### src/hw/dlsms_pkg.sv
// Purpose: shared constants and types for the dsp half-shift / mac-store datapath
// Assumes: one clock, synchronous active-low reset, 32-bit axi4-lite registers
// Notes:   register offsets are byte addresses of aligned words
package dlsms_pkg;

   localparam int unsigned DATA_W  = 32;
   localparam int unsigned HALF_W  = 16;
   localparam int unsigned GUARD_W = 8;
   localparam int unsigned ADDR_W  = 8;
   localparam int unsigned NREG    = 8;

   // instruction encodings
   localparam logic [5:0] PREFIX_CODE  = 6'h3e;
   localparam logic [5:0] SHL_REG_TOP  = 6'h20;
   localparam logic [4:0] SHL_IMM_TOP  = 5'h00;
   localparam logic [2:0] STS_TOP      = 3'h6;
   localparam logic [1:0] STS_MID      = 2'h3;
   localparam logic [3:0] STS_ZERO     = 4'h0;
   localparam logic [1:0] COND_NONE    = 2'h1;
   localparam logic [1:0] COND_TRUE    = 2'h2;
   localparam logic [1:0] COND_FALSE   = 2'h3;
   localparam int unsigned CNT_DIR_BIT = 5;
   localparam int unsigned STS_LOW_BIT = 12;

   // register file indices selected by the destination field
   localparam logic [2:0] IDX_A0 = 3'h0;
   localparam logic [2:0] IDX_A1 = 3'h1;
   localparam logic [2:0] IDX_M0 = 3'h2;
   localparam logic [2:0] IDX_M1 = 3'h3;
   localparam logic [2:0] IDX_X0 = 3'h4;
   localparam logic [2:0] IDX_X1 = 3'h5;
   localparam logic [2:0] IDX_Y0 = 3'h6;
   localparam logic [2:0] IDX_Y1 = 3'h7;

   // register map
   localparam logic [ADDR_W-1:0] OFF_DREG   = 8'h00;
   localparam logic [ADDR_W-1:0] OFF_GUARD0 = 8'h20;
   localparam logic [ADDR_W-1:0] OFF_GUARD1 = 8'h24;
   localparam logic [ADDR_W-1:0] OFF_MAC_RESULT_HIGH   = 8'h28;
   localparam logic [ADDR_W-1:0] OFF_MAC_RESULT_LOW   = 8'h2c;
   localparam logic [ADDR_W-1:0] OFF_DSR    = 8'h30;

   // status register layout
   localparam int unsigned DSR_DC  = 0;
   localparam int unsigned DSR_N   = 1;
   localparam int unsigned DSR_Z   = 2;
   localparam int unsigned DSR_V   = 3;
   localparam int unsigned DSR_GT  = 4;
   localparam int unsigned DSR_CS  = 5;
   localparam logic [7:0]  DSR_RST = 8'h00;
   localparam logic [2:0]  CS_CARRY = 3'h0;
   localparam logic [2:0]  CS_NEG   = 3'h1;
   localparam logic [2:0]  CS_ZERO  = 3'h2;
   localparam logic [2:0]  CS_OVF   = 3'h3;
   localparam logic [2:0]  CS_GT    = 3'h4;
   localparam logic [2:0]  CS_GE    = 3'h5;

   localparam logic [1:0] RESP_OKAY   = 2'h0;
   localparam logic [1:0] RESP_SLVERR = 2'h2;

   typedef struct packed {
      logic        valid;
      logic [15:0] prefix;
      logic [15:0] op;
      logic        paired;
   } dlsms_issue_s;

   typedef enum logic {EX_RUN, EX_PAIRED} dlsms_ex_e;

endpackage : dlsms_pkg

### src/hw/dlsms_half_shifter.sv
// Purpose: logical shift of a 16-bit half by a signed 6-bit count
// Assumes: counts beyond 16 either way are illegal; result then undefined
// Notes:   purely combinational
`timescale 1ns/1ps
module dlsms_half_shifter
   import dlsms_pkg::*;
(
   // operand
   input  wire logic [15:0] src_hw,
   input  wire logic [5:0]  cnt_field,
   // result
   output logic      [15:0] res_hw,
   output logic             carry
);
   logic [5:0]  right_cnt;
   logic [31:0] left_ext;
   logic [31:0] right_ext;

   always_comb begin
      // negative counts are two's complement; magnitude is ~f+1
      right_cnt = 6'({1'b0, ~cnt_field[4:0]}) + 6'h01;
      left_ext  = {16'h0000, src_hw} << cnt_field[4:0];
      right_ext = {src_hw, 16'h0000} >> right_cnt;
      // last bit shifted out lands just outside the kept half
      if (cnt_field[CNT_DIR_BIT]) begin
         res_hw = right_ext[31:16];
         carry  = right_ext[15];
      end else begin
         res_hw = left_ext[15:0];
         carry  = left_ext[16];
      end
   end

endmodule : dlsms_half_shifter

### src/hw/dlsms_core.sv
// Purpose: execute stage for the half-word logical shift and mac-store ops
// Assumes: decoder holds the issue word steady while stall is high
// Notes:   register file and status word reachable over axi4-lite
// Function
// RULE1 - shift only the upper half, write it upper, zero the lower half
// RULE2 - accumulator destinations also get their guard bits cleared
// RULE3 - non-negative count shifts left, negative shifts right with zero fill
// RULE4 - register count is bits 21..16 of source; bit 5 means right
// RULE5 - counts above 16 either way are illegal, result undefined
// RULE6 - carry is the last bit shifted out
// RULE7 - two-bit selects choose first source and count source
// RULE8 - immediate form shifts destination by signed immediate, always flags
// RULE9 - register form decoded from prefix 111110 and op byte 81/82/83
// RULE10 - conditional forms write only when condition flag matches, else nop
// RULE11 - conditional forms never touch any status flag
// RULE12 - unconditional shift updates condition flag by select and other flags
// RULE13 - negative is result msb, zero on zero half, overflow cleared
// RULE14 - store op copies high or low mac result into destination
// RULE15 - store op has if-true and if-false variants that gate the write
// RULE16 - store op never modifies any status flag
// RULE17 - store op paired with memory moves takes two cycles and stalls
// RULE18 - every other variant completes in one execute cycle
//
// Implementation choices: the address map and the AXI4-Lite register port.
`timescale 1ns/1ps
module dlsms_core
   import dlsms_pkg::*;
(
   // clock and reset
   input  wire logic              aclk,
   input  wire logic              aresetn,
   // issue from decoder
   input  wire dlsms_issue_s      issue,
   output logic                   stall,
   output logic [7:0]             dsr_out,
   // axi4-lite write
   input  wire logic [ADDR_W-1:0] awaddr,
   input  wire logic [2:0]        awprot,
   input  wire logic              awvalid,
   output logic                   awready,
   input  wire logic [31:0]       wdata,
   input  wire logic [3:0]        wstrb,
   input  wire logic              wvalid,
   output logic                   wready,
   output logic [1:0]             bresp,
   output logic                   bvalid,
   input  wire logic              bready,
   // axi4-lite read
   input  wire logic [ADDR_W-1:0] araddr,
   input  wire logic [2:0]        arprot,
   input  wire logic              arvalid,
   output logic                   arready,
   output logic [31:0]            rdata,
   output logic [1:0]             rresp,
   output logic                   rvalid,
   input  wire logic              rready
);
   logic [NREG-1:0][31:0] dreg_reg;
   logic [1:0][7:0]       guard_reg;
   logic [31:0]           mac_result_high_reg;
   logic [31:0]           mac_result_low_reg;
   logic [7:0]            dsr_reg;
   dlsms_ex_e             state_reg;

   logic        pre_ok, is_shl_reg, is_shl_imm, is_shl, is_sts, uncond, cond_ok;
   logic        dc, exec_go, do_write, flags_upd, dz_ok, aw_take;
   logic [1:0]  cond;
   logic [2:0]  dz, sx_idx, sy_idx;
   logic [31:0] src_word, cnt_word, mac_word;
   logic [5:0]  cnt_field;
   logic [15:0] shift_res;
   logic        shift_carry, dc_next;
   logic [2:0]  cs;
   logic [31:0] rd_word;
   logic        rd_hit, wr_hit;

   function automatic logic [31:0] merge(input logic [31:0] old, input logic [31:0] nw,
                                         input logic [3:0] strb);
      logic [31:0] r;
      r = old;
      for (int b = 0; b < 4; b++) begin
         if (strb[b]) begin
            r[8*b +: 8] = nw[8*b +: 8];
         end
      end
      return r;
   endfunction : merge

   assign dc      = dsr_reg[DSR_DC];
   assign cs      = dsr_reg[DSR_CS +: 3];
   assign dsr_out = dsr_reg;

   // decode
   always_comb begin
      pre_ok     = issue.prefix[15:10] == PREFIX_CODE;
      is_shl_reg = pre_ok && issue.op[15:10] == SHL_REG_TOP && issue.op[9:8] != 2'h0;  // [RULE9]
      is_shl_imm = pre_ok && issue.op[15:11] == SHL_IMM_TOP;  // [RULE8]
      is_shl     = is_shl_reg || is_shl_imm;
      is_sts     = pre_ok && issue.op[15:13] == STS_TOP && issue.op[11:10] == STS_MID
                   && issue.op[9:8] != 2'h0 && issue.op[7:4] == STS_ZERO;  // [RULE14] [RULE15]
      cond       = issue.op[9:8];
      uncond     = is_shl_imm || cond == COND_NONE;
      // [RULE10] [RULE15]
      cond_ok    = uncond || (cond == COND_TRUE && dc) || (cond == COND_FALSE && !dc);
      dz         = issue.op[2:0];
      dz_ok      = !issue.op[3];
      mac_word   = issue.op[STS_LOW_BIT] ? mac_result_low_reg : mac_result_high_reg;
   end

   // operand selection
   always_comb begin
      unique case (issue.op[7:6])  // [RULE7]
         2'h0: sx_idx = IDX_X0;
         2'h1: sx_idx = IDX_X1;
         2'h2: sx_idx = IDX_A0;
         2'h3: sx_idx = IDX_A1;
      endcase
      unique case (issue.op[5:4])  // [RULE7]
         2'h0: sy_idx = IDX_Y0;
         2'h1: sy_idx = IDX_Y1;
         2'h2: sy_idx = IDX_M0;
         2'h3: sy_idx = IDX_M1;
      endcase
      cnt_word = dreg_reg[sy_idx];
      if (is_shl_imm) begin
         src_word  = dreg_reg[dz];  // [RULE8]
         cnt_field = issue.op[9:4];
      end else begin
         src_word  = dreg_reg[sx_idx];
         cnt_field = cnt_word[21:16];  // [RULE4]
      end
   end

   // [RULE3] [RULE5] [RULE6]
   dlsms_half_shifter u_shift (
      .src_hw    (src_word[31:16]),
      .cnt_field (cnt_field),
      .res_hw    (shift_res),
      .carry     (shift_carry)
   );

   // a paired store is held one extra cycle; all else finishes at once
   always_comb begin
      stall     = issue.valid && is_sts && issue.paired && state_reg == EX_RUN;  // [RULE17]
      exec_go   = issue.valid && !stall;  // [RULE18]
      do_write  = exec_go && (is_shl || is_sts) && cond_ok && dz_ok;
      flags_upd = exec_go && is_shl && uncond;  // [RULE11] [RULE16]
   end

   always_ff @(posedge aclk) begin
      if (!aresetn) begin
         state_reg <= EX_RUN;
      end else begin
         unique case (state_reg)
            EX_RUN:    if (stall) state_reg <= EX_PAIRED;  // [RULE17]
            EX_PAIRED: state_reg <= EX_RUN;
         endcase
      end
   end

   // condition flag source per select; gt and ge follow the half result
   always_comb begin
      unique case (cs)  // [RULE12]
         CS_CARRY: dc_next = shift_carry;
         CS_NEG:   dc_next = shift_res[15];
         CS_ZERO:  dc_next = shift_res == 16'h0000;
         CS_OVF:   dc_next = 1'b0;
         CS_GT:    dc_next = !shift_res[15] && shift_res != 16'h0000;
         CS_GE:    dc_next = !shift_res[15];
         default:  dc_next = 1'b0;
      endcase
   end

   // execution owns the register file in its cycle; bus writes wait
   assign aw_take = awvalid && wvalid && !bvalid && !do_write;
   assign awready = aw_take;
   assign wready  = aw_take;
   assign wr_hit  = awaddr[1:0] == 2'h0 && awaddr <= OFF_DSR;

   always_ff @(posedge aclk) begin
      if (!aresetn) begin
         dreg_reg <= '0;
      end else if (do_write) begin
         if (is_shl) begin
            dreg_reg[dz] <= {shift_res, 16'h0000};  // [RULE1]
         end else begin
            dreg_reg[dz] <= mac_word;  // [RULE14]
         end
      end else if (aw_take && awaddr < OFF_GUARD0 && awaddr[1:0] == 2'h0) begin
         dreg_reg[awaddr[4:2]] <= merge(dreg_reg[awaddr[4:2]], wdata, wstrb);
      end
   end

   always_ff @(posedge aclk) begin
      if (!aresetn) begin
         guard_reg <= '0;
      end else if (do_write && dz[2:1] == 2'h0) begin
         // store op sign-extends into the guard byte
         guard_reg[dz[0]] <= is_shl ? 8'h00 : {8{mac_word[31]}};  // [RULE2]
      end else if (aw_take && wstrb[0] && awaddr == OFF_GUARD0) begin
         guard_reg[0] <= wdata[7:0];
      end else if (aw_take && wstrb[0] && awaddr == OFF_GUARD1) begin
         guard_reg[1] <= wdata[7:0];
      end
   end

   always_ff @(posedge aclk) begin
      if (!aresetn) begin
         mac_result_high_reg <= '0;
         mac_result_low_reg <= '0;
      end else if (aw_take && awaddr == OFF_MAC_RESULT_HIGH) begin
         mac_result_high_reg <= merge(mac_result_high_reg, wdata, wstrb);
      end else if (aw_take && awaddr == OFF_MAC_RESULT_LOW) begin
         mac_result_low_reg <= merge(mac_result_low_reg, wdata, wstrb);
      end
   end

   always_ff @(posedge aclk) begin
      if (!aresetn) begin
         dsr_reg <= DSR_RST;
      end else if (flags_upd) begin
         dsr_reg[DSR_DC] <= dc_next;  // [RULE12]
         dsr_reg[DSR_N]  <= shift_res[15];  // [RULE13]
         dsr_reg[DSR_Z]  <= shift_res == 16'h0000;
         dsr_reg[DSR_V]  <= 1'b0;
         dsr_reg[DSR_GT] <= !shift_res[15] && shift_res != 16'h0000;
      end else if (aw_take && wstrb[0] && awaddr == OFF_DSR) begin
         dsr_reg <= wdata[7:0];
      end
   end

   always_ff @(posedge aclk) begin
      if (!aresetn) begin
         bvalid <= 1'b0;
         bresp  <= RESP_OKAY;
      end else if (aw_take) begin
         bvalid <= 1'b1;
         bresp  <= wr_hit ? RESP_OKAY : RESP_SLVERR;
      end else if (bready) begin
         bvalid <= 1'b0;
      end
   end

   always_comb begin
      rd_hit  = araddr[1:0] == 2'h0;
      rd_word = 32'h0000_0000;
      if (araddr < OFF_GUARD0) begin
         rd_word = dreg_reg[araddr[4:2]];
      end else begin
         unique case (araddr)
            OFF_GUARD0: rd_word = {24'h000000, guard_reg[0]};
            OFF_GUARD1: rd_word = {24'h000000, guard_reg[1]};
            OFF_MAC_RESULT_HIGH:   rd_word = mac_result_high_reg;
            OFF_MAC_RESULT_LOW:   rd_word = mac_result_low_reg;
            OFF_DSR:    rd_word = {24'h000000, dsr_reg};
            default:    rd_hit  = 1'b0;
         endcase
      end
   end

   assign arready = !rvalid;

   always_ff @(posedge aclk) begin
      if (!aresetn) begin
         rvalid <= 1'b0;
         rdata  <= '0;
         rresp  <= RESP_OKAY;
      end else if (arvalid && !rvalid) begin
         rvalid <= 1'b1;
         rdata  <= rd_hit ? rd_word : 32'h0000_0000;
         rresp  <= rd_hit ? RESP_OKAY : RESP_SLVERR;
      end else if (rready) begin
         rvalid <= 1'b0;
      end
   end

   // helper state for the checks below
   logic        chk_shl_reg, chk_sts_reg;
   logic [2:0]  chk_dz_reg;
   logic [15:0] chk_res_reg;
   logic [31:0] chk_mac_reg;

   always_ff @(posedge aclk) begin
      chk_shl_reg <= aresetn && do_write && is_shl;
      chk_sts_reg <= aresetn && do_write && is_sts;
      chk_dz_reg  <= dz;
      chk_res_reg <= shift_res;
      chk_mac_reg <= mac_word;
   end
endmodule : dlsms_core

### config.mk
export PLATFORM = sky130hd
export DESIGN_NAME = dlsms_core
export DESIGN_NICKNAME = d
export VERILOG_FILES = /design/src/hw/dlsms_pkg.sv /design/src/hw/dlsms_half_shifter.sv /design/src/hw/dlsms_core.sv
export SDC_FILE = /design/constraint.sdc
export NUM_CORES = 1
export LEC_CHECK = 0
export ABC_AREA = 0
export BUFFER_PORTS_ARGS = -buffer_cell sky130_fd_sc_hd__buf_2
export CAP_MARGIN = 20
export CELL_PAD_IN_SITES_DETAIL_PLACEMENT = 0
export CELL_PAD_IN_SITES_GLOBAL_PLACEMENT = 1
export CORE_MARGIN = 3
export CORE_UTILIZATION = 42
export CTS_CLUSTER_SIZE = 10
export DETAILED_ROUTE_END_ITERATION = 10
export HOLD_SLACK_MARGIN = 0.15
export PLACE_DENSITY = 0.8
export SKIP_CTS_REPAIR_TIMING = 1
export SYNTH_ARGS = -nofsm -noshare
export SYNTH_HDL_FRONTEND = slang
export SYNTH_SLANG_ARGS = --single-unit
### constraint.sdc
create_clock -name aclk -period 5.02 [get_ports aclk]
set_clock_uncertainty 0.1 [all_clocks]
set_input_delay 1.506 -clock aclk [delete_from_list [all_inputs] [get_ports aclk]]
set_output_delay 1.506 -clock aclk [all_outputs]
set_load 0.03 [all_outputs]
==> flow_summary.toml <==
[run_status]
status = "finished clean"

[floorplanning]
io_pins = 149
chipWidth_um = 245
row_count = 86
die_area_mm2 = 0.0599
initial_core_util = 0.429
coreArea_mm2 = 0.0557
die_h_um = 245

[cells_and_area]
drive_gt1_frac = 0.223
syn_to_final_growth_pct = 19.2
nets = 3241
largest_reg_flops = 256
antenna_cells = 0

[synthesis]
synth_area_leaders = "dfxtp_1, mux4_2, nand2_1"
synthTopCellsByCount = "nand2_1, a21oi_1, dfxtp_1, nor2_1, clkbuf_1"
synthArstFlopShare = 0
syn_inst = 2954
synth_most_common_cell = "nand2_1"
synthDistinctLibCells = 75
ys_ff_latch = 381
yosys.area.top_type = "dfxtp_1"
yosysWarnings = 0
synth_edf_count = 0
ys_seq_area_frac = 0.319
netlist.area_leader.share = 0.319
syn_area_mm2 = 0.0239
synth_ff_type = "dfxtp_1"
syn_avg_cell_area_um2 = 8.10

[power]
vdd_drop_max_mv = 0.178
p_leak_nw = 10.0
powerDensity_mw_per_mm2 = 236

[drt]
drtIter0Drc = 2808
remaining_drc_errors = 0
wl_per_cell_um = 25.9
avgViaCountPerCell = 6.48
routed_wl_mm = 101
via_count = 25300
first_pass_iters = 8
ant_nets = 0

[critical_path]
cp-start-kind = "input pin"
path_class = "input pin to output port"
worstSetupEndpointType = "output port"
critPathMaxFanout = 3
crit_path_max_incr_delay_ns = 0.47
required_ns = 3.41
crit_chain = "buf_2 -> buf_4 -> or3_1 -> a2111oi_4 -> a41oi_2 -> nor2_2 -> nor2_2 -> buf_2"
crit_slowest_cell = "or3_1"
arrival_ns = 3.31

[clock_network]
cts.sinks = 381
clock_path_buffers = 3
cts_buffers = 45
clk-insertion-delay-late_ns = 0.59
htreeDepth = 2
cts_tree = "done"
clkTransAtPathRegs_ns = 0.06
root_buffer = "clkbuf_16"

[timing]
slew_violations = 0
finalSetupTns_ns = 0
hold_viol = 0
relSlewSlack = 0.373
finalSetupViolations = 0
worst_pin_slew_ns = 0.939
whs_ns = 0.370
max_freq_ghz = 0.204
rsz0062_at_grt = "no"
post-route-period-util = 0.979
final.min_clock_period_ns = 4.91

[global_routing]
grt_pass1_vias = 24500
antenna_found_initial = 1
overflow = 0
grt_pass1_wl_mm = 150
grt_use_total = 0.327
grt_max_degree = 91

[flow_run]
cap_violations = 0

[worst_hold_path]
hp-class = "flop to flop"

[placement]
port_buffers = 130
dp_hpwl_mm = 66.4
finalWeightedCongestion = 0.937
-- layout by cell type, fill, tap and decap left out, drive strengths merged, types with 21 or more instances in the layout --
cell type,n
nand2,679
a21oi,427
buf,389
dfxtp,381
nor2,316
mux4,181
o21ai,162
mux2i,151
a22oi,68
nand3,62
clkbuf,59
a31oi,49
a222oi,24
nor3,21
-- where the power goes --
part	switching (mW)	internal, mW	total [mW]
sequential	0.00234	3.03	3.03
clock	1.32	1.76	3.08
combinational	0.417	0.197	0.614
-- worst max-delay path: cells and delay by family --
kind | cells | cell delay [ns]
AND/OR/NAND/NOR | 3 | 0.79
buffers and inverters | 3 | 0.43
AO/OA/AOI/OAI | 2 | 0.57
-- area by class of cell --
class                           count  area (um^2)
Clock buffer                       56         1240
Clock inverter                      3         43.8
Fill cell                        5278        27200
Inverter                            8         37.5
Multi-Input combinational cell   2314        15500
Sequential cell                   381         7630
Tap cell                          748          936
Timing Repair Buffer              392         3150
-- worst paths after layout --
check | startpoint | end | slack, ns | cells after the start
worst max-delay path | issue[15] | awready | 0.11 | 8
worst min-delay path | mac_result_high_reg[12] | mac_result_high_reg[12] | 0.37 | 2
worst max register to register | dreg_reg[112] | dsr_out[0] | 1.07 | 12
worst min register to register | mac_result_high_reg[12] | mac_result_high_reg[12] | 0.37 | 2
-- through the flow --
stage	area, um^2	power, mW	setup slack (ns)	utilization	cells
after CTS	28300	6.72	-0.114	0.508	3892
after global routing	28500	6.89	0.0528	0.512	3902
after detailed placement	27000	3.68	-0.703	0.485	3833
final	28500	6.72	0.107	0.512	3902
after floorplan	23900	3.43	-0.0129	-	2955
after global placement	27000	3.67	-0.669	0.485	3833
-- kinds of logic after synthesis --
group	Yosys count	share of synthesized area
AOI/OAI and AO/OA	814	0.199
xor gates and xnor gates	2	0.000732
DFF	381	0.319
and+or+nand+nor	1145	0.194
muxes	351	0.243
buffers and inverters	260	0.0446
other	1	0.000157
-- routing by layer --
layer,vias to the layer above,global-route usage,share of wire,wire length [um]
li1,11000,-,-,-
met1,12200,0.406,0.37,37600
met2,1582,0.519,0.45,45800
met3,424,0.0571,0.098,9920
met4,2,0.226,0.078,7910
met5,-,0,0.00011,11
No activity file was read; power rests on OpenSTA's default activity.
